===== src/verilog/acc_pkg.sv =====
/*
  Shared constants for the converter control block: register offsets, field
  positions, reset values and conversion timing.
  Assumes a plain register port with a small address and 8-bit data.
*/
`default_nettype none

package acc_pkg;

    // ------------------------------------------------------------------
    // register map
    // ------------------------------------------------------------------
    localparam int ADDR_W = 4;
    localparam logic [ADDR_W-1:0] OFS_CTRL = 4'h0;
    localparam logic [ADDR_W-1:0] OFS_PINSEL = 4'h1;
    localparam logic [ADDR_W-1:0] OFS_RESULT = 4'h2;
    localparam logic [ADDR_W-1:0] OFS_INTCTL = 4'h3;

    // ------------------------------------------------------------------
    // field positions
    // ------------------------------------------------------------------
    localparam int BIT_ON = 0;
    localparam int BIT_GO = 1;
    localparam int CHAN_LSB = 2;
    localparam int CHAN_W = 4;
    localparam int CLKSEL_LSB = 6;
    localparam int CLKSEL_W = 2;
    localparam int BIT_DONE_FLAG = 0;

    // ------------------------------------------------------------------
    // reset values
    // ------------------------------------------------------------------
    localparam logic [7:0] ANS_RESET = 8'hFF;
    localparam logic [CLKSEL_W-1:0] CLKSEL_RESET = 2'h0;
    localparam logic [CHAN_W-1:0] CHAN_RESET = 4'h0;
    localparam logic [7:0] RESULT_RESET = 8'h00;

    // ------------------------------------------------------------------
    // conversion clock divisors, indexed by the clock selector
    // ------------------------------------------------------------------
    localparam int DIV_W = 5;
    localparam logic [CLKSEL_W-1:0] CLKSEL_INTERNAL_OSCILLATOR = 2'h3;
    localparam logic [DIV_W-1:0] DIV_SEL0 = 5'h10;
    localparam logic [DIV_W-1:0] DIV_SEL1 = 5'h08;
    localparam logic [DIV_W-1:0] DIV_SEL2 = 5'h04;
    localparam logic [DIV_W-1:0] DIV_INTERNAL_OSCILLATOR = 5'h04;

    // ------------------------------------------------------------------
    // conversion timing in bit periods
    // ------------------------------------------------------------------
    localparam logic [3:0] TAD_PER_CONV = 4'hD;
    localparam logic [3:0] LAST_TAD = TAD_PER_CONV - 4'h1;
    localparam logic [3:0] TAD_SAMPLE = 4'h0;
    localparam logic [3:0] TAD_FIRST_DECIDE = 4'h1;
    localparam logic [3:0] TAD_LAST_DECIDE = 4'h8;
    localparam logic [7:0] TRIAL_MSB = 8'h80;

endpackage

`default_nettype wire


===== src/verilog/acc_tad_divider.sv =====
/*
  Bit-period tick generator: divides the instruction clock, or the pulses of
  the internal oscillator enable, by the selected divisor.
  Assumes the selector is held stable by the caller while it runs.
*/
`timescale 1ns/1ps
`default_nettype none

module acc_tad_divider
    import acc_pkg::*;
(
    // clock and reset
    input wire logic clock,
    input wire logic nrst,
    // control
    input wire logic run,
    input wire logic restart,
    input wire logic [CLKSEL_W-1:0] divSel,
    input wire logic intOscTick,
    // tick out
    output logic tick
);

    typedef struct packed {
        logic [DIV_W-1:0] cnt;
        logic tick;
    } acc_div_state_t;

    acc_div_state_t q;
    acc_div_state_t d;
    logic [DIV_W-1:0] divisor;
    logic srcPulse;

    // ------------------------------------------------------------------
    // divisor select
    // ------------------------------------------------------------------
    always_comb begin
        divisor = DIV_SEL0;
        srcPulse = 1'b1;
        case (divSel)
            2'h0: divisor = DIV_SEL0;
            2'h1: divisor = DIV_SEL1;
            2'h2: divisor = DIV_SEL2;
            default: begin
                divisor = DIV_INTERNAL_OSCILLATOR;
                srcPulse = intOscTick;
            end
        endcase
    end

    // ------------------------------------------------------------------
    // counter
    // ------------------------------------------------------------------
    always_comb begin
        d = q;
        d.tick = 1'b0;
        if (restart) begin
            d.cnt = '0;
        end else if (run && srcPulse) begin
            if (q.cnt == divisor - 5'h01) begin
                d.cnt = '0;
                d.tick = 1'b1;
            end else begin
                d.cnt = q.cnt + 5'h01;
            end
        end
    end

    always_ff @(posedge clock) begin
        if (!nrst) begin
            q <= '0;
        end else begin
            q <= d;
        end
    end

    assign tick = q.tick;

endmodule // acc_tad_divider

`default_nettype wire


===== src/verilog/acc_conversion_control.sv =====
/*
  Control logic of an 8-bit successive approximation converter: clock
  selection, analog pin select, channel routing, start/done sequencing,
  completion flag and result register.
  Assumes an external comparator answering "input at or above trial code"
  and a core that pulses sleepEnter on Sleep entry.
*/
// Design decisions made here: the placing of the registers and the strobed register port.
// What this block does
// - two-bit selector picks divide by 16, 8, 4 or internal oscillator over 4
// - each conversion takes exactly 13 bit periods at any divisor
// - converter clock comes from the instruction clock through the divisor, or from the internal oscillator pulses at selector 3
// - a selector change during a conversion applies from the next start
// - Sleep entry returns the clock selector to its reset value
// - eight analog pin select bits reset to all ones
// - a pin marked analog gets no digital output drive
// - pin select works whether the converter is on or off
// - channel writes accepted anytime, routed only once no conversion runs
// - Sleep entry discards all channel selection
// - setting start/done begins a conversion; it reads one while running
// - completion clears start/done and sets the done flag
// - clearing start/done aborts at once, partial result may remain
// - Sleep entry clears start/done and stops any conversion
// - start is ignored while the converter-on bit is clear
// - result is an 8-bit unsigned code referenced to the supply
// - result is an 8-bit readable and writable register
`timescale 1ns/1ps
`default_nettype none

module acc_conversion_control
    import acc_pkg::*;
(
    // clock and reset
    input wire logic clock,
    input wire logic nrst,
    // register port
    input wire logic [ADDR_W-1:0] regAddr,
    input wire logic [7:0] regWriteData,
    input wire logic regWrite,
    input wire logic regRead,
    output logic [7:0] regReadData,
    // core events
    input wire logic sleepEnter,
    input wire logic intOscTick,
    // pin drive
    input wire logic [7:0] pinDriveReq,
    output logic [7:0] pinDriveEn,
    output logic [7:0] analogPinSelect,
    // analog side
    input wire logic compAbove,
    output logic [CHAN_W-1:0] inputChannelSelect,
    output logic [7:0] trialCode,
    output logic convBusy,
    // status
    output logic conversionDoneFlag
);

    typedef struct packed {
        logic ctrlOn;
        logic go;
        logic [CLKSEL_W-1:0] clkSel;
        logic [CLKSEL_W-1:0] activeSel;
        logic [CHAN_W-1:0] chanReq;
        logic [CHAN_W-1:0] chanRoute;
        logic [7:0] analog_pin_select;
        logic [7:0] result;
        logic flag;
        logic [7:0] trial;
        logic [2:0] bitIdx;
        logic [3:0] tadCount;
        logic restart;
        logic compS1;
        logic compS2;
        logic [7:0] readData;
        logic [7:0] pinOe;
    } acc_state_t;

    localparam acc_state_t STATE_RESET = '{
        analog_pin_select: ANS_RESET,
        clkSel: CLKSEL_RESET,
        activeSel: CLKSEL_RESET,
        chanReq: CHAN_RESET,
        chanRoute: CHAN_RESET,
        result: RESULT_RESET,
        default: '0
    };

    acc_state_t q;
    acc_state_t d;
    logic tick;
    logic wrCtrl;
    logic wrPinSel;
    logic wrResult;
    logic wrIntCtl;
    logic finish;
    logic startReq;
    logic abortReq;

    // ------------------------------------------------------------------
    // bit-period divider
    // ------------------------------------------------------------------
    // divider runs off the selector latched at start, not the live one
    acc_tad_divider u_divider (
        .clock(clock),
        .nrst(nrst),
        .run(q.go),
        .restart(q.restart),
        .divSel(q.activeSel),
        .intOscTick(intOscTick),
        .tick(tick)
    );

    // ------------------------------------------------------------------
    // decode
    // ------------------------------------------------------------------
    always_comb begin
        wrCtrl = regWrite && (regAddr == OFS_CTRL);
        wrPinSel = regWrite && (regAddr == OFS_PINSEL);
        wrResult = regWrite && (regAddr == OFS_RESULT);
        wrIntCtl = regWrite && (regAddr == OFS_INTCTL);
        finish = q.go && tick && (q.tadCount == LAST_TAD);
        startReq = wrCtrl && regWriteData[BIT_GO] && regWriteData[BIT_ON] && !q.go;
        // turning the converter off mid-conversion aborts as well
        abortReq = wrCtrl && q.go && !(regWriteData[BIT_GO] && regWriteData[BIT_ON]);
    end

    // ------------------------------------------------------------------
    // next state
    // ------------------------------------------------------------------
    always_comb begin
        d = q;
        d.restart = 1'b0;
        d.readData = 8'h00;
        d.compS1 = compAbove;
        d.compS2 = q.compS1;

        // plain register writes
        if (wrCtrl) begin
            d.ctrlOn = regWriteData[BIT_ON];
            d.clkSel = regWriteData[CLKSEL_LSB +: CLKSEL_W];
            d.chanReq = regWriteData[CHAN_LSB +: CHAN_W];
        end
        if (wrPinSel) begin
            d.analog_pin_select = regWriteData;
        end
        if (wrResult) begin
            d.result = regWriteData;
        end
        if (wrIntCtl && !regWriteData[BIT_DONE_FLAG]) begin
            d.flag = 1'b0;
        end

        // successive approximation, one step per bit period
        if (q.go && tick) begin
            d.tadCount = q.tadCount + 4'h1;
            if (q.tadCount == TAD_SAMPLE) begin
                d.trial = TRIAL_MSB;
                d.bitIdx = 3'h7;
            end else if ((q.tadCount >= TAD_FIRST_DECIDE) &&
                         (q.tadCount <= TAD_LAST_DECIDE)) begin
                if (!q.compS2) begin
                    d.trial[q.bitIdx] = 1'b0;
                end
                if (q.bitIdx != 3'h0) begin
                    d.trial[q.bitIdx - 3'h1] = 1'b1;
                    d.bitIdx = q.bitIdx - 3'h1;
                end
            end
            if (finish) begin
                d.go = 1'b0;
                d.result = q.trial;
                d.flag = 1'b1;
            end
        end

        // start and abort
        if (startReq) begin
            d.go = 1'b1;
            d.activeSel = regWriteData[CLKSEL_LSB +: CLKSEL_W];
            d.tadCount = 4'h0;
            d.bitIdx = 3'h7;
            d.trial = 8'h00;
            d.restart = 1'b1;
        end else if (abortReq) begin
            d.go = 1'b0;
            // whatever bits were resolved so far become visible
            d.result = q.trial;
        end

        // Sleep entry wins over everything else
        if (sleepEnter) begin
            d.go = 1'b0;
            d.clkSel = CLKSEL_RESET;
            d.activeSel = CLKSEL_RESET;
            d.chanReq = CHAN_RESET;
            d.chanRoute = CHAN_RESET;
        end else if (!q.go) begin
            // the mux only follows a new channel between conversions
            d.chanRoute = d.chanReq;
        end

        // digital drive is blocked on analog pins, independent of ctrlOn
        d.pinOe = pinDriveReq & ~d.analog_pin_select;

        // read data stands only in the cycle after the strobe
        if (regRead) begin
            case (regAddr)
                OFS_CTRL: d.readData = {q.clkSel, q.chanReq, q.go, q.ctrlOn};
                OFS_PINSEL: d.readData = q.analog_pin_select;
                OFS_RESULT: d.readData = q.result;
                OFS_INTCTL: d.readData = {7'h00, q.flag};
                default: d.readData = 8'h00;
            endcase
        end
    end

    // ------------------------------------------------------------------
    // state register
    // ------------------------------------------------------------------
    always_ff @(posedge clock) begin
        if (!nrst) begin
            q <= STATE_RESET;
        end else begin
            q <= d;
        end
    end

    assign regReadData = q.readData;
    assign pinDriveEn = q.pinOe;
    assign analogPinSelect = q.analog_pin_select;
    assign inputChannelSelect = q.chanRoute;
    assign trialCode = q.trial;
    assign convBusy = q.go;
    assign conversionDoneFlag = q.flag;
endmodule // acc_conversion_control

`default_nettype wire


===== config.mk =====
export PLATFORM = sky130hd
export DESIGN_NAME = acc_conversion_control
export DESIGN_NICKNAME = d
export VERILOG_FILES = /design/src/verilog/acc_pkg.sv /design/src/verilog/acc_tad_divider.sv /design/src/verilog/acc_conversion_control.sv
export SDC_FILE = /design/constraint.sdc
export NUM_CORES = 1
export LEC_CHECK = 0
export BUFFER_PORTS_ARGS = -buffer_cell sky130_fd_sc_hd__buf_4
export CORE_MARGIN = 2
export CORE_UTILIZATION = 59
export CTS_BUF_LIST = sky130_fd_sc_hd__clkbuf_16
export DETAILED_ROUTE_END_ITERATION = 12
export GPL_ROUTABILITY_DRIVEN = 0
export PLACE_DENSITY = 0.83
export SYNTH_ARGS = -nofsm -noshare
export SYNTH_HDL_FRONTEND = slang
export SYNTH_SLANG_ARGS = --single-unit

===== constraint.sdc =====
create_clock -name clock -period 3.2 [get_ports clock]
set_clock_uncertainty 0.1 [all_clocks]
set_input_delay 0.32 -clock clock [delete_from_list [all_inputs] [get_ports clock]]
set_output_delay 0.32 -clock clock [all_outputs]
set_load 0.02 [all_outputs]

; Word level (Yosys, flattened, before mapping)
; Index checks and enable logic that the tools add are counted.
[word_totals]
register_bits = 71
input_bits = 27
[op_classes]
reduce_logical = 39
add_sub_neg = 4
n_eq_ne = 7
magnitude_cmp = 6
bitwise_logic = 7
mux = 29
[op_table]
columns = operator, n
row1 = $mux 8, 9
row2 = $mux 11, 3
row3 = $pmux 8 s4, 1
row4 = $mux 24, 1
row5 = $logic_and 1x1->1, 17
row6 = $and 8x8->8, 2
row7 = $not 8->8, 2
row8 = $reduce_bool 3->1, 5
row9 = $pmux 5 s2, 1
row10 = $mux 1, 9
row11 = $mux 9, 1
row12 = $eq 4x2->1 const B, 2
row13 = $logic_not 4->1, 2
row14 = $lt 3x4->1 const B, 2
row15 = $or 8x8->8, 1
row16 = $demux 1 s3, 2
row17 = $ge 3x1->1 const B, 2
row18 = $reduce_and 2->1, 3
row19 = $reduce_or 2->1, 3
row20 = $reduce_or 3->1, 2
row21 = $add 5x1->5 const B, 1
row22 = $eq 5x5->1, 1
row23 = $mux 5, 1
row24 = $sub 5x1->5 const B, 1
row25 = other kinds (14), 18

; Longest topological paths before layout
; Gate-level depths: netlist of the first run.
[logic_depth]
ltp_word = 17
ltp_mapped = 7

; Hierarchy
; A second synthesis of the first run with hierarchy kept.
[hier_totals]
hier_cells = 382
hier_area_um2 = 3433.3
[by_module_without_submodules]
columns = mod, area_per_inst_um2, instances, cells_per_inst
row1 = acc_conversion_control, 3108.0, 1, 345
row2 = acc_tad_divider, 325.3, 1, 37

; Worst setup path after synthesis of the first run
; Ideal clock, no wire load.
[synth_path]
kind = input-to-reg
from = in regAddr[1]
to = reg q, in the netlist trialCode[1]
setup_ps = 125
stages = 5
t_arrival_ps = 1626
slack_ps = 1349
path_buffers = 1
path_cell_list = or4b_4 > buf_6 > o41ai_4 > or4b_1 > o22ai_1
[synth_via]
elab_chain_len = 6
[synth_rtl]
columns = element, line
row1 = from (decl), acc_conversion_control.sv:37  ; input wire logic [ADDR_W-1:0] regAddr,
row2 = $logic_not 4->1, acc_conversion_control.sv:117  ; wrCtrl = regWrite && (regAddr == OFS_CTRL);
row3 = $logic_and 1x1->1, acc_conversion_control.sv:117
row4 = $logic_and 1x1->1 (3 in a row), acc_conversion_control.sv:122  ; startReq = wrCtrl && regWriteData[BIT_GO] && regWriteData[BIT_ON] && !q.go;
row5 = $reduce_or 2->1 (no line), -
row6 = to (signal assigned), acc_conversion_control.sv:222  ; q <= STATE_RESET;
row7 = to (signal assigned), acc_conversion_control.sv:224  ; q <= d;
row8 = to (decl), acc_conversion_control.sv:88  ; acc_state_t q;
; Every way passes these cells.
; A chain may end at the register's enable or synchronous reset.

; Worst setup path after layout of the first run
[layout_path]
from = reg q, in the netlist convBusy
to = reg u_divider.q[1] in the netlist's numbering
[layout_via]
elab_chain_len = 1
[layout_rtl]
columns = element, line
row1 = $logic_and 1x1->1, acc_tad_divider.sv:59  ; end else if (run && srcPulse) begin
row2 = to (signal assigned), acc_tad_divider.sv:71  ; q <= '0;
row3 = to (signal assigned), acc_tad_divider.sv:73  ; q <= d;
row4 = to (decl), acc_tad_divider.sv:29  ; acc_div_state_t q;
; Every way passes these cells.

==> flow_results.xml, run 1 <==
<?xml version="1.0" encoding="UTF-8"?>
<metrics>
  <group name="timing">
    <metric name="tightest_pin_transition" unit="ns">0.9537</metric>
    <metric name="timing.final.max_slew_violations" unit="">0</metric>
    <metric name="final_period_minus_worst_setup_slack" unit="ns">2.119</metric>
    <metric name="headroom_to_the_max_slew_limit" unit="%">35.61</metric>
    <metric name="finalCritPeriodShare" unit="%">66.21</metric>
    <metric name="final.setup.tns" unit="ns">0</metric>
    <metric name="timing.fmax" unit="GHz">0.4720</metric>
    <metric name="final_hold_viols" unit="">0</metric>
    <metric name="report.final.setup_viol" unit="">0</metric>
    <metric name="rsz0062_at_grt" unit="">no</metric>
  </group>
  <group name="synth">
    <metric name="synth.avg_cell_area" unit="sq um">8.999</metric>
    <metric name="synthesis.instances" unit="">369</metric>
    <metric name="post-synth-top-area-fraction" unit="%">42.80</metric>
    <metric name="netlist-cell-type-count" unit="">48</metric>
    <metric name="synth-edff-count" unit="">0</metric>
    <metric name="syn-num-nets" unit="">401</metric>
    <metric name="post-synth-top-count-cell" unit="">dfxtp_1</metric>
    <metric name="synth_commonest_cells" unit="">71 x dfxtp_1, 36 x buf_4, 36 x nor2_1, 34 x nand2_1, 30 x a21oi_1</metric>
    <metric name="post_synth_design_cell_area" unit="sq um">3321</metric>
    <metric name="async_reset_ff_share" unit="%">0</metric>
    <metric name="yosys_warnings" unit="">0</metric>
    <metric name="netlist_top_cells_area" unit="">dfxtp_1 43%, buf_4 8.1%, mux2i_1 6.3%</metric>
    <metric name="ys.flop_type" unit="">dfxtp_1</metric>
    <metric name="synth_area_leader_cell" unit="">dfxtp_1</metric>
    <metric name="synth_sequential_area_ratio" unit="%">42.80</metric>
    <metric name="yosys_register_bits" unit="">71</metric>
  </group>
  <group name="finish">
    <metric name="design_area" unit="sq um">3859</metric>
    <metric name="post_route_cells_drive_above_1_share" unit="%">22.92</metric>
    <metric name="synthToLayoutAreaGrowth" unit="%">16.20</metric>
    <metric name="fillCellCount" unit="">421</metric>
    <metric name="antenna_cells_inserted" unit="">0</metric>
    <metric name="final_net_count" unit="">424</metric>
  </group>
  <group name="global_routing">
    <metric name="overflow" unit="">0</metric>
    <metric name="number_of_global_route_vias_before_repair" unit="">2559</metric>
    <metric name="antenna_found_initial" unit="">0</metric>
    <metric name="grt_usage" unit="%">25.16</metric>
    <metric name="first_pass_grt_wire_length" unit="microns">12180</metric>
    <metric name="grt_start_max_net_pins" unit="">28</metric>
  </group>
  <group name="clock_network">
    <metric name="clockBufferDepth" unit="">2</metric>
    <metric name="cts_tree" unit="">done</metric>
    <metric name="cts_resized" unit="">0</metric>
    <metric name="cts_made_buffers" unit="">9</metric>
    <metric name="cts_sinks" unit="">71</metric>
    <metric name="clock_latency" unit="ns">0.33</metric>
    <metric name="clkSlewWorstSetupHoldPaths" unit="ns">0.05</metric>
    <metric name="cts_post_setup_buffers_inserted" unit="">0</metric>
    <metric name="hold_buffer_count_at_cts" unit="">0</metric>
    <metric name="ctsHtreeMaxLevel" unit="">3</metric>
    <metric name="cts_root_buf" unit="">clkbuf_16</metric>
  </group>
  <group name="routing">
    <metric name="avgRoutedWirePerCell" unit="microns">15.44</metric>
    <metric name="wirelength" unit="microns">7240</metric>
    <metric name="drcViolationCount" unit="">0</metric>
    <metric name="ant_nets" unit="">0</metric>
    <metric name="drt_first_iter_violations" unit="">213</metric>
    <metric name="avgViaCountPerCell" unit="">5.706</metric>
    <metric name="detailedRoute.firstPassIterationCount" unit="">4</metric>
    <metric name="detailroute.via_count" unit="">2676</metric>
  </group>
  <group name="outcome">
    <metric name="status" unit="">complete, no violations</metric>
  </group>
  <group name="worst_setup_path">
    <metric name="critPathSlowestCell" unit="">o311ai_0</metric>
    <metric name="setup.worst_path.end_class" unit="">flop</metric>
    <metric name="startpoint_type" unit="">flop</metric>
    <metric name="critPathMaxFanout" unit="">13</metric>
    <metric name="critPathArrivalTime" unit="ns">2.19</metric>
    <metric name="cp_data_required_time" unit="ns">3.27</metric>
    <metric name="timing.critical_path.buf_inv" unit="">0</metric>
    <metric name="cp_top_family" unit="">compound AO/OA/AOI/OAI gates</metric>
    <metric name="longest_individual_stage_delay_on_the_worst_path" unit="ns">0.88</metric>
    <metric name="setup.worst_path.class" unit="">reg2reg</metric>
    <metric name="timing.critical_path.cells" unit="">nand3_1 -&gt; o311ai_0 -&gt; nor2_1</metric>
  </group>
  <group name="place">
    <metric name="placed_cell_area" unit="sq um">3546</metric>
    <metric name="place_hpwl" unit="microns">5081</metric>
    <metric name="portBuffers" unit="">64</metric>
  </group>
  <group name="floorplan">
    <metric name="die-width" unit="microns">79.02</metric>
    <metric name="die-area" unit="sq um">6244</metric>
    <metric name="core_area" unit="sq um">5473</metric>
    <metric name="rows" unit="">27</metric>
    <metric name="dieHeight" unit="microns">79.02</metric>
    <metric name="ios" unit="">65</metric>
    <metric name="floorplan.initialDensity" unit="%">60.68</metric>
  </group>
  <group name="power">
    <metric name="vdd_drop_max" unit="uV">386.5</metric>
    <metric name="power.static_leakage" unit="nW">1.614</metric>
    <metric name="power_dens_cells" unit="nW/um^2">527.1</metric>
  </group>
  <group name="job">
    <metric name="cap_violations" unit="">0</metric>
  </group>
  <group name="worst_hold_path">
    <metric name="hp-class" unit="">in2reg</metric>
  </group>
</metrics>
==> state kept, by name (all words and copies together), names as in the netlist <==
signal,cells
inputChannelSelect,4
d,1
pinDriveEn,8
regReadData,8
u_divider.tick,1
analogPinSelect,8
conversionDoneFlag,1
q,26
u_divider.q,5
trialCode,8
convBusy,1
==> cells by family after synthesis <==
group,after synthesis,synth area share (%)
XOR/XNOR,9,2.374
adder cells (fa/ha/maj),5,1.884
AND/OR/NAND/NOR,128,20.27
multiplexers,22,7.008
flip-flops,71,42.80
buffers and inverters,61,11.53
AO/OA/AOI/OAI,73,14.13
==> stage by stage <==
step	utilization, %	worst slack [ns]	std cells	hold slack, ns	power [mW]
floorplan	-	1.349	369	0.2950	0.9747
global placement	64.79	0.8322	453	0.3028	1.013
detailed placement	64.79	0.7929	453	0.3072	1.015
CTS	70.51	1.056	469	0.09536	2.046
global route	70.51	0.8077	469	0.1149	2.095
finish	70.51	1.081	469	0.09992	2.034
==> metal layers <==
layer,vias to the layer above,GRT usage (%),share of wire [%]
li1,1298,-,-
met1,1250,30.17,41
met2,102,41.19,49
met3,26,6.932,6.6
met4,0,13.10,3.4
met5,-,0,0
==> layout make-up <==
| class | count | area (sq um) | share of cell area (%) |
|---|---|---|---|
| Clock inverter | 7 | 87.58 | 2.270 |
| Tap cell | 72 | 90.09 | 2.335 |
| Multi-Input combinational cell | 237 | 1516 | 39.30 |
| Clock buffer | 9 | 225.2 | 5.837 |
| Sequential cell | 71 | 1421 | 36.84 |
| Timing Repair Buffer | 65 | 488.0 | 12.65 |
| Inverter | 8 | 30.03 | 0.7782 |
==> report_power, final <==
group          switching, mW  internal (mW)  total (mW)
sequential           0.00388          0.891       0.895
clock                  0.361          0.676        1.04
combinational         0.0569         0.0449       0.102
total                  0.422           1.61        2.03
==> worst paths after layout <==
path / slack, ns / from / end / cells past startpoint
worst max-delay path: 1.08 / convBusy / u_divider.q[1] / 3
worst min-delay path: 0.1 / compAbove / d[16] / 2
worst max register to register: 1.08 / convBusy / u_divider.q[1] / 3
worst min register to register: 0.32 / q[18] / u_divider.tick / 1
==> placed cells by master (no fill, tap or decap), types with 3 or more instances in the layout <==
master	n
and3_1	9
dfxtp_1	71
clkinv_2	3
a311oi_1	8
nor2b_1	7
nand2_1	34
ha_1	5
inv_1	8
clkbuf_16	9
o22ai_1	7
and2_1	5
o21ai_0	12
nand2b_1	5
buf_4	65
nand4_1	5
mux2i_1	21
a21oi_1	30
or2_2	3
nand3_1	7
nor2_1	36
a211oi_1	5
a31oi_1	3
xor2_1	8
==> worst reg2reg max path: stages (launching register included) <==
cell and delay, ns:
dfxtp_1 0.65, nand3_1 0.23, o311ai_0 0.88, nor2_1 0.11
(Power assumes the default switching activity.)
==> run 2: changes to the inputs <==
--- a/config.mk
+++ b/config.mk
@@ -7,11 +7,11 @@
 export LEC_CHECK = 0
 export BUFFER_PORTS_ARGS = -buffer_cell sky130_fd_sc_hd__buf_4
 export CORE_MARGIN = 2
-export CORE_UTILIZATION = 59
+export CORE_UTILIZATION = 55
 export CTS_BUF_LIST = sky130_fd_sc_hd__clkbuf_16
 export DETAILED_ROUTE_END_ITERATION = 12
 export GPL_ROUTABILITY_DRIVEN = 0
-export PLACE_DENSITY = 0.83
+export PLACE_DENSITY = 0.78
 export SYNTH_ARGS = -nofsm -noshare
 export SYNTH_HDL_FRONTEND = slang
 export SYNTH_SLANG_ARGS = --single-unit
==> constraint.sdc (replaced) <==
create_clock -name clock -period 2 [get_ports clock]
set_clock_uncertainty 0.1 [all_clocks]
set_input_delay 0.2 -clock clock [delete_from_list [all_inputs] [get_ports clock]]
set_output_delay 0.2 -clock clock [all_outputs]
set_load 0.02 [all_outputs]
==> run 2 against run 1 <==
- the run now ends with hold timing left
- final area rose by 4.7%
- die area up 6.9%
- hold slack worse by 0.10 ns
- register-to-register slack got worse by 0.90 ns
- final cell count rose by 4.9%
- sequential power is 60% higher
- first-iteration DRC count down 20%
- wire length rose by 6.0%
- fmax is 17% higher
- clock power rose by 66%
- non-clock buffer count increased by 20
- critical path type unchanged
- critical endpoint is now q[38]
- largest cell class unchanged
==> flow_results.xml, run 2 (synthesis results as in run 1) <==
<?xml version="1.0" encoding="UTF-8"?>
<metrics>
  <group name="worst_setup_path">
    <metric name="reg2reg_from" unit="">convBusy</metric>
    <metric name="worst-r2r-setup-slack" unit="ns">0.18</metric>
    <metric name="critPathArrivalTime" unit="ns">1.96</metric>
    <metric name="worst_r2r_path_depth" unit="">4</metric>
    <metric name="critPathMaxFanout" unit="">8</metric>
    <metric name="setup.worst_path.class" unit="">reg2reg</metric>
    <metric name="worst_r2r_endpoint" unit="">q[38]</metric>
    <metric name="startpoint_type" unit="">flop</metric>
    <metric name="setup.worst_path.end_class" unit="">flop</metric>
    <metric name="cp_data_required_time" unit="ns">2.14</metric>
  </group>
  <group name="timing">
    <metric name="headroom_to_the_max_slew_limit" unit="%">66.22</metric>
    <metric name="timing.fmax" unit="GHz">0.5499</metric>
    <metric name="report.final.setup_viol" unit="">0</metric>
    <metric name="finalCritPeriodShare" unit="%">90.93</metric>
    <metric name="timing.final.max_slew_violations" unit="">0</metric>
    <metric name="tightest_pin_transition" unit="ns">0.5056</metric>
    <metric name="final.setup.tns" unit="ns">0</metric>
    <metric name="rsz0062_at_grt" unit="">no</metric>
    <metric name="final_period_minus_worst_setup_slack" unit="ns">1.819</metric>
    <metric name="final_hold_viols" unit="">1</metric>
    <metric name="hold-worst-slack" unit="ns">-0.003350</metric>
  </group>
  <group name="clock_network">
    <metric name="cts_made_buffers" unit="">9</metric>
    <metric name="ctsHtreeMaxLevel" unit="">3</metric>
    <metric name="clkSlewWorstSetupHoldPaths" unit="ns">0.06</metric>
    <metric name="clock_latency" unit="ns">0.34</metric>
    <metric name="cts_tree" unit="">done</metric>
    <metric name="cts_resized" unit="">0</metric>
    <metric name="cts_sinks" unit="">71</metric>
    <metric name="cts_post_setup_buffers_inserted" unit="">0</metric>
    <metric name="cts_root_buf" unit="">clkbuf_16</metric>
    <metric name="clockBufferDepth" unit="">2</metric>
  </group>
  <group name="finish">
    <metric name="most-common-layout-cells" unit="">78 x buf_4, 71 x dfxtp_1, 36 x nor2_1</metric>
    <metric name="post_route_cells_drive_above_1_share" unit="%">24.94</metric>
    <metric name="final_net_count" unit="">444</metric>
    <metric name="largest_register" unit="">q</metric>
    <metric name="largest_reg_flops" unit="">26</metric>
    <metric name="antenna_cells_inserted" unit="">0</metric>
    <metric name="final_common_cell" unit="">buf_4</metric>
    <metric name="synthToLayoutAreaGrowth" unit="%">21.63</metric>
  </group>
  <group name="routing">
    <metric name="wl_met2" unit="microns">3853</metric>
    <metric name="drt-met1-wl" unit="microns">3135</metric>
    <metric name="wirelength" unit="microns">7678</metric>
    <metric name="detailedRoute.firstPassIterationCount" unit="">4</metric>
    <metric name="ant_nets" unit="">0</metric>
    <metric name="detailroute.via_count" unit="">2757</metric>
    <metric name="route.met3.wl" unit="microns">472</metric>
    <metric name="avgRoutedWirePerCell" unit="microns">15.61</metric>
    <metric name="route.top_layer_used" unit="">met4</metric>
    <metric name="avgViaCountPerCell" unit="">5.604</metric>
    <metric name="drt_first_iter_violations" unit="">171</metric>
    <metric name="drcViolationCount" unit="">0</metric>
  </group>
  <group name="worst_hold_path">
    <metric name="whs_endpoint" unit="">pinDriveEn[1]</metric>
    <metric name="min_delay_path_depth" unit="">2</metric>
    <metric name="hold_path.startpoint" unit="">pinDriveReq[1]</metric>
    <metric name="hp-class" unit="">in2reg</metric>
  </group>
  <group name="job">
    <metric name="cap_violations" unit="">0</metric>
  </group>
  <group name="floorplan">
    <metric name="die-area" unit="sq um">6675</metric>
    <metric name="die-width" unit="microns">81.70</metric>
    <metric name="floorplan.initialDensity" unit="%">56.42</metric>
    <metric name="core_area" unit="sq um">5886</metric>
    <metric name="ios" unit="">65</metric>
    <metric name="rows" unit="">28</metric>
    <metric name="dieHeight" unit="microns">81.70</metric>
  </group>
  <group name="global_routing">
    <metric name="overflow" unit="">0</metric>
    <metric name="antenna_found_initial" unit="">0</metric>
    <metric name="grt_start_max_net_pins" unit="">28</metric>
    <metric name="number_of_global_route_vias_before_repair" unit="">2616</metric>
    <metric name="grt_usage" unit="%">24.67</metric>
    <metric name="first_pass_grt_wire_length" unit="microns">12430</metric>
  </group>
  <group name="place">
    <metric name="portBuffers" unit="">64</metric>
    <metric name="place_hpwl" unit="microns">5493</metric>
  </group>
  <group name="power">
    <metric name="vdd_drop_max" unit="uV">537.6</metric>
    <metric name="power.static_leakage" unit="nW">1.703</metric>
    <metric name="p_total" unit="mW">3.340</metric>
    <metric name="power_dens_cells" unit="nW/um^2">826.9</metric>
  </group>
  <group name="outcome">
    <metric name="status" unit="">finished with violations</metric>
    <metric name="violations_in_the_final_reports" unit="">hold timing</metric>
  </group>
</metrics>
-- run 2: changes by cell type in the layout (fill, tap and decap cells not counted) --
cell and delta:
clkinvlp_4 +2, clkinv_4 -1, clkinv_1 -1, buf_4 +13
inv_1 +1, clkinv_2 -3, inv_6 +2, dlygate4sd3_1 +7
-- run 2: worst max path at each step --
stage                           from      endpoint  slack [ns]
after floorplan             convBusy         q[35]        0.15
after detailed placement  regAddr[1]  trialCode[6]        0.09
after global routing        convBusy         q[38]        0.07
after CTS                   convBusy         q[38]        0.18
after global placement    regAddr[1]  trialCode[4]        0.12
final                       convBusy         q[38]        0.18
-- run 2: worst max-delay path, stage by stage (launching register included) --
cell and delay, ns:
dfxtp_1 0.54, and2_1 0.29, nand4_1 0.18, and2_0 0.33, a311oi_1 0.29
-- run 2: metrics by stage --
stage	instances	util, %	instance area (sq um)	worst slack, ns
6_report	492	68.62	4039	0.1814
3_5_place_dp	469	61.97	3647	0.08942
2_1_floorplan	369	-	3321	0.1523
4_1_cts	492	68.62	4039	0.1809
3_3_place_gp	469	61.97	3647	0.1221
5_1_grt	492	68.62	4039	0.06745
-- run 2: repair_timing --
item,CTS,global route
hold buffers,7,0
endpoints found under the hold margin,7,0
endpoints found under the setup margin,0,0
-- run 2: area by class of cell --
| cell class | count | area (sq um) |
|---|---|---|
| Tap cell | 75 | 93.84 |
| Fill cell | 468 | 1847 |
| Clock buffer | 9 | 225.2 |
| Multi-Input combinational cell | 237 | 1516 |
| Clock inverter | 7 | 96.34 |
| Timing Repair Buffer | 85 | 655.6 |
| Sequential cell | 71 | 1421 |
| Inverter | 8 | 30.03 |
-- run 2: layer usage --
layer  vias up  track usage (%)
met5         -                0
met3        22            5.934
li1       1340                -
met1      1297            28.11
met4         0            11.83
met2        98            43.28
-- run 2: where the power goes --
part / total [mW] / switching (mW) / internal, mW / leakage, nW
clock network: 1.73 / 0.632 / 1.10 / 0.154
registers: 1.43 / 0.00594 / 1.43 / 0.573
logic: 0.182 / 0.0952 / 0.0870 / 0.976
==> run 3: changes to the inputs <==
==> constraint.sdc (replaced) <==
create_clock -name clock -period 2 [get_ports clock]
set_clock_uncertainty 0.1 [all_clocks]
set_input_delay 0.3 -clock clock [delete_from_list [all_inputs] [get_ports clock]]
set_output_delay 0.3 -clock clock [all_outputs]
set_load 0.02 [all_outputs]
==> run 3 against run 2 <==
- the flow now finishes without violations
- clock power down 13%
- sequential share of layout area up 0.89 points
- register-to-register slack worse by 0.04 ns
- critical path depth unchanged
- power down 6.9%
- critical path type unchanged
- first-iteration DRC count down 5.8%
- setup slack worse by 0.040 ns
- combinational power down 4%
- hold slack better by 0.076 ns
- largest power group unchanged
- sequential cell count unchanged
==> flow_results.xml, run 3 (synthesis results as in run 1) <==
<?xml version="1.0" encoding="UTF-8"?>
<metrics>
  <group name="routing">
    <metric name="detailroute.via_count" unit="">2690</metric>
    <metric name="avgRoutedWirePerCell" unit="microns">15.73</metric>
    <metric name="wirelength" unit="microns">7627</metric>
    <metric name="detailedRoute.firstPassIterationCount" unit="">4</metric>
    <metric name="drcViolationCount" unit="">0</metric>
    <metric name="ant_nets" unit="">0</metric>
    <metric name="drt_first_iter_violations" unit="">161</metric>
    <metric name="avgViaCountPerCell" unit="">5.546</metric>
  </group>
  <group name="finish">
    <metric name="largest_register" unit="">q</metric>
    <metric name="post-route-util" unit="%">66.92</metric>
    <metric name="design_area" unit="sq um">3939</metric>
    <metric name="final_common_cell" unit="">buf_4</metric>
    <metric name="final_net_count" unit="">439</metric>
    <metric name="largest_reg_flops" unit="">26</metric>
    <metric name="antenna_cells_inserted" unit="">0</metric>
    <metric name="most-common-layout-cells" unit="">80 x buf_4, 71 x dfxtp_1, 36 x nor2_1</metric>
    <metric name="post_route_cells_drive_above_1_share" unit="%">25.37</metric>
    <metric name="fillCellCount" unit="">472</metric>
    <metric name="synthToLayoutAreaGrowth" unit="%">18.61</metric>
  </group>
  <group name="power">
    <metric name="clock_power_share" unit="%">48.4</metric>
    <metric name="power_dens_cells" unit="nW/um^2">789.8</metric>
    <metric name="power.combinational.fraction" unit="%">5.6</metric>
    <metric name="netsw" unit="mW">0.6641</metric>
    <metric name="internal_portion_of_total_power" unit="mW">2.447</metric>
    <metric name="power.sequential.fraction" unit="%">46.0</metric>
    <metric name="switching_share" unit="%">21.35</metric>
    <metric name="vdd_drop_max" unit="uV">498.6</metric>
    <metric name="power.static_leakage" unit="nW">1.663</metric>
    <metric name="p_total" unit="mW">3.111</metric>
  </group>
  <group name="worst_setup_path">
    <metric name="critPathArrivalTime" unit="ns">1.99</metric>
    <metric name="longest_individual_stage_delay_on_the_worst_path" unit="ns">0.53</metric>
    <metric name="critPathLaunch" unit="">convBusy</metric>
    <metric name="timing.critical_path.buf_inv" unit="">0</metric>
    <metric name="cp_top_family" unit="">simple AND/OR/NAND/NOR gates</metric>
    <metric name="worst_r2r_endpoint" unit="">q[37]</metric>
    <metric name="worst-r2r-setup-slack" unit="ns">0.14</metric>
    <metric name="timing.critical_path.cells" unit="">and2_1 -&gt; nand4_1 -&gt; and2_0 -&gt; a311oi_1</metric>
    <metric name="worst_r2r_path_depth" unit="">4</metric>
    <metric name="reg2reg_from" unit="">convBusy</metric>
    <metric name="critPathMaxFanout" unit="">8</metric>
    <metric name="setup.worst_path.end_class" unit="">flop</metric>
    <metric name="setup.worst_path.class" unit="">reg2reg</metric>
    <metric name="startpoint_type" unit="">flop</metric>
    <metric name="cp_data_required_time" unit="ns">2.13</metric>
    <metric name="critPathSlowestCell" unit="">dfxtp_1</metric>
  </group>
  <group name="floorplan">
    <metric name="core_area" unit="sq um">5886</metric>
    <metric name="dieHeight" unit="microns">81.70</metric>
    <metric name="die-width" unit="microns">81.70</metric>
    <metric name="ios" unit="">65</metric>
    <metric name="rows" unit="">28</metric>
    <metric name="die-area" unit="sq um">6675</metric>
    <metric name="floorplan.initialDensity" unit="%">56.42</metric>
  </group>
  <group name="clock_network">
    <metric name="hold_buffer_count_at_cts" unit="">0</metric>
    <metric name="ctsHtreeMaxLevel" unit="">3</metric>
    <metric name="cts_sinks" unit="">71</metric>
    <metric name="cts_made_buffers" unit="">9</metric>
    <metric name="cts_resized" unit="">0</metric>
    <metric name="clock_latency" unit="ns">0.33</metric>
    <metric name="cts_root_buf" unit="">clkbuf_16</metric>
    <metric name="clockBufferDepth" unit="">2</metric>
    <metric name="clkSlewWorstSetupHoldPaths" unit="ns">0.05</metric>
    <metric name="cts_post_setup_buffers_inserted" unit="">0</metric>
    <metric name="cts_tree" unit="">done</metric>
  </group>
  <group name="worst_hold_path">
    <metric name="whs_endpoint" unit="">d[16]</metric>
    <metric name="min_delay_path_depth" unit="">2</metric>
    <metric name="hold_path.startpoint" unit="">compAbove</metric>
    <metric name="hp-class" unit="">in2reg</metric>
  </group>
  <group name="outcome">
    <metric name="status" unit="">complete, no violations</metric>
  </group>
  <group name="global_routing">
    <metric name="number_of_global_route_vias_before_repair" unit="">2564</metric>
    <metric name="antenna_found_initial" unit="">0</metric>
    <metric name="overflow" unit="">0</metric>
    <metric name="first_pass_grt_wire_length" unit="microns">12280</metric>
    <metric name="grt_usage" unit="%">24.65</metric>
    <metric name="grt_start_max_net_pins" unit="">20</metric>
  </group>
  <group name="timing">
    <metric name="headroom_to_the_max_slew_limit" unit="%">66.11</metric>
    <metric name="tightest_pin_transition" unit="ns">0.5073</metric>
    <metric name="timing.fmax" unit="GHz">0.5381</metric>
    <metric name="final_period_minus_worst_setup_slack" unit="ns">1.859</metric>
    <metric name="rsz0062_at_grt" unit="">no</metric>
    <metric name="final_hold_viols" unit="">0</metric>
    <metric name="timing.final.max_slew_violations" unit="">0</metric>
    <metric name="report.final.setup_viol" unit="">0</metric>
    <metric name="finalCritPeriodShare" unit="%">92.93</metric>
    <metric name="final.setup.tns" unit="ns">0</metric>
  </group>
  <group name="place">
    <metric name="place_hpwl" unit="microns">5531</metric>
    <metric name="placed_cell_area" unit="sq um">3662</metric>
    <metric name="portBuffers" unit="">64</metric>
  </group>
  <group name="job">
    <metric name="cap_violations" unit="">0</metric>
  </group>
</metrics>
-- run 3: changes by cell type in the layout (fill, tap and decap cells not counted), sizes merged --
cell	change
bufinv	-1
inv	-3
dlygate4sd3	-7
buf	+2
clkinv	+3
clkinvlp	-1
-- run 3: worst max-delay path by stage --
stage / slack (ns) / cells past startpoint / endpoint
2_1_floorplan: 0.15 / 6 / q[35]
3_3_place_gp: 0.03 / 6 / q[60]
3_5_place_dp: 0.01 / 6 / q[24]
4_1_cts: 0.14 / 4 / q[37]
5_1_grt: 0.009 / 4 / q[37]
6_report: 0.14 / 4 / q[37]
-- run 3: metal layers --
metal / GRT usage, % / wire [microns]
met3: 5.824 / 469
met2: 43.44 / 3924
met1: 27.90 / 3107
met4: 12.00 / 125
met5: 0 / 0
-- run 3: final cells by class --
type / count / area, sq um / share of cell area (%)
Timing Repair Buffer: 80 / 600.6 / 15.25
Tap cell: 75 / 93.84 / 2.382
Clock inverter: 5 / 51.30 / 1.302
Inverter: 8 / 30.03 / 0.7624
Clock buffer: 9 / 225.2 / 5.718
Sequential cell: 71 / 1421 / 36.09
Multi-Input combinational cell: 237 / 1516 / 38.50
-- run 3: per-stage QoR --
step	std cells	setup WS, ns	hold WS (ns)
6_report	485	0.1414	0.07315
5_1_grt	485	0.008958	0.08079
4_1_cts	485	0.1405	0.07065
3_5_place_dp	471	0.01367	0.3279
3_3_place_gp	471	0.03153	0.3199
2_1_floorplan	369	0.1523	0.2950
-- run 3: worst reg2reg max path: stages, from the launching register on --
cell and delay (ns):
dfxtp_1 0.53, and2_1 0.29, nand4_1 0.20, and2_0 0.34
a311oi_1 0.30
-- run 3: power groups by stage --
stage | sequential, mW | combinational [mW] | clock, mW
6_report | 1.43 | 0.175 | 1.50
4_1_cts | 1.43 | 0.174 | 1.52
3_5_place_dp | 1.46 | 0.173 | 0
5_1_grt | 1.43 | 0.189 | 1.59
2_1_floorplan | 1.46 | 0.0992 | 0
3_3_place_gp | 1.46 | 0.171 | 0
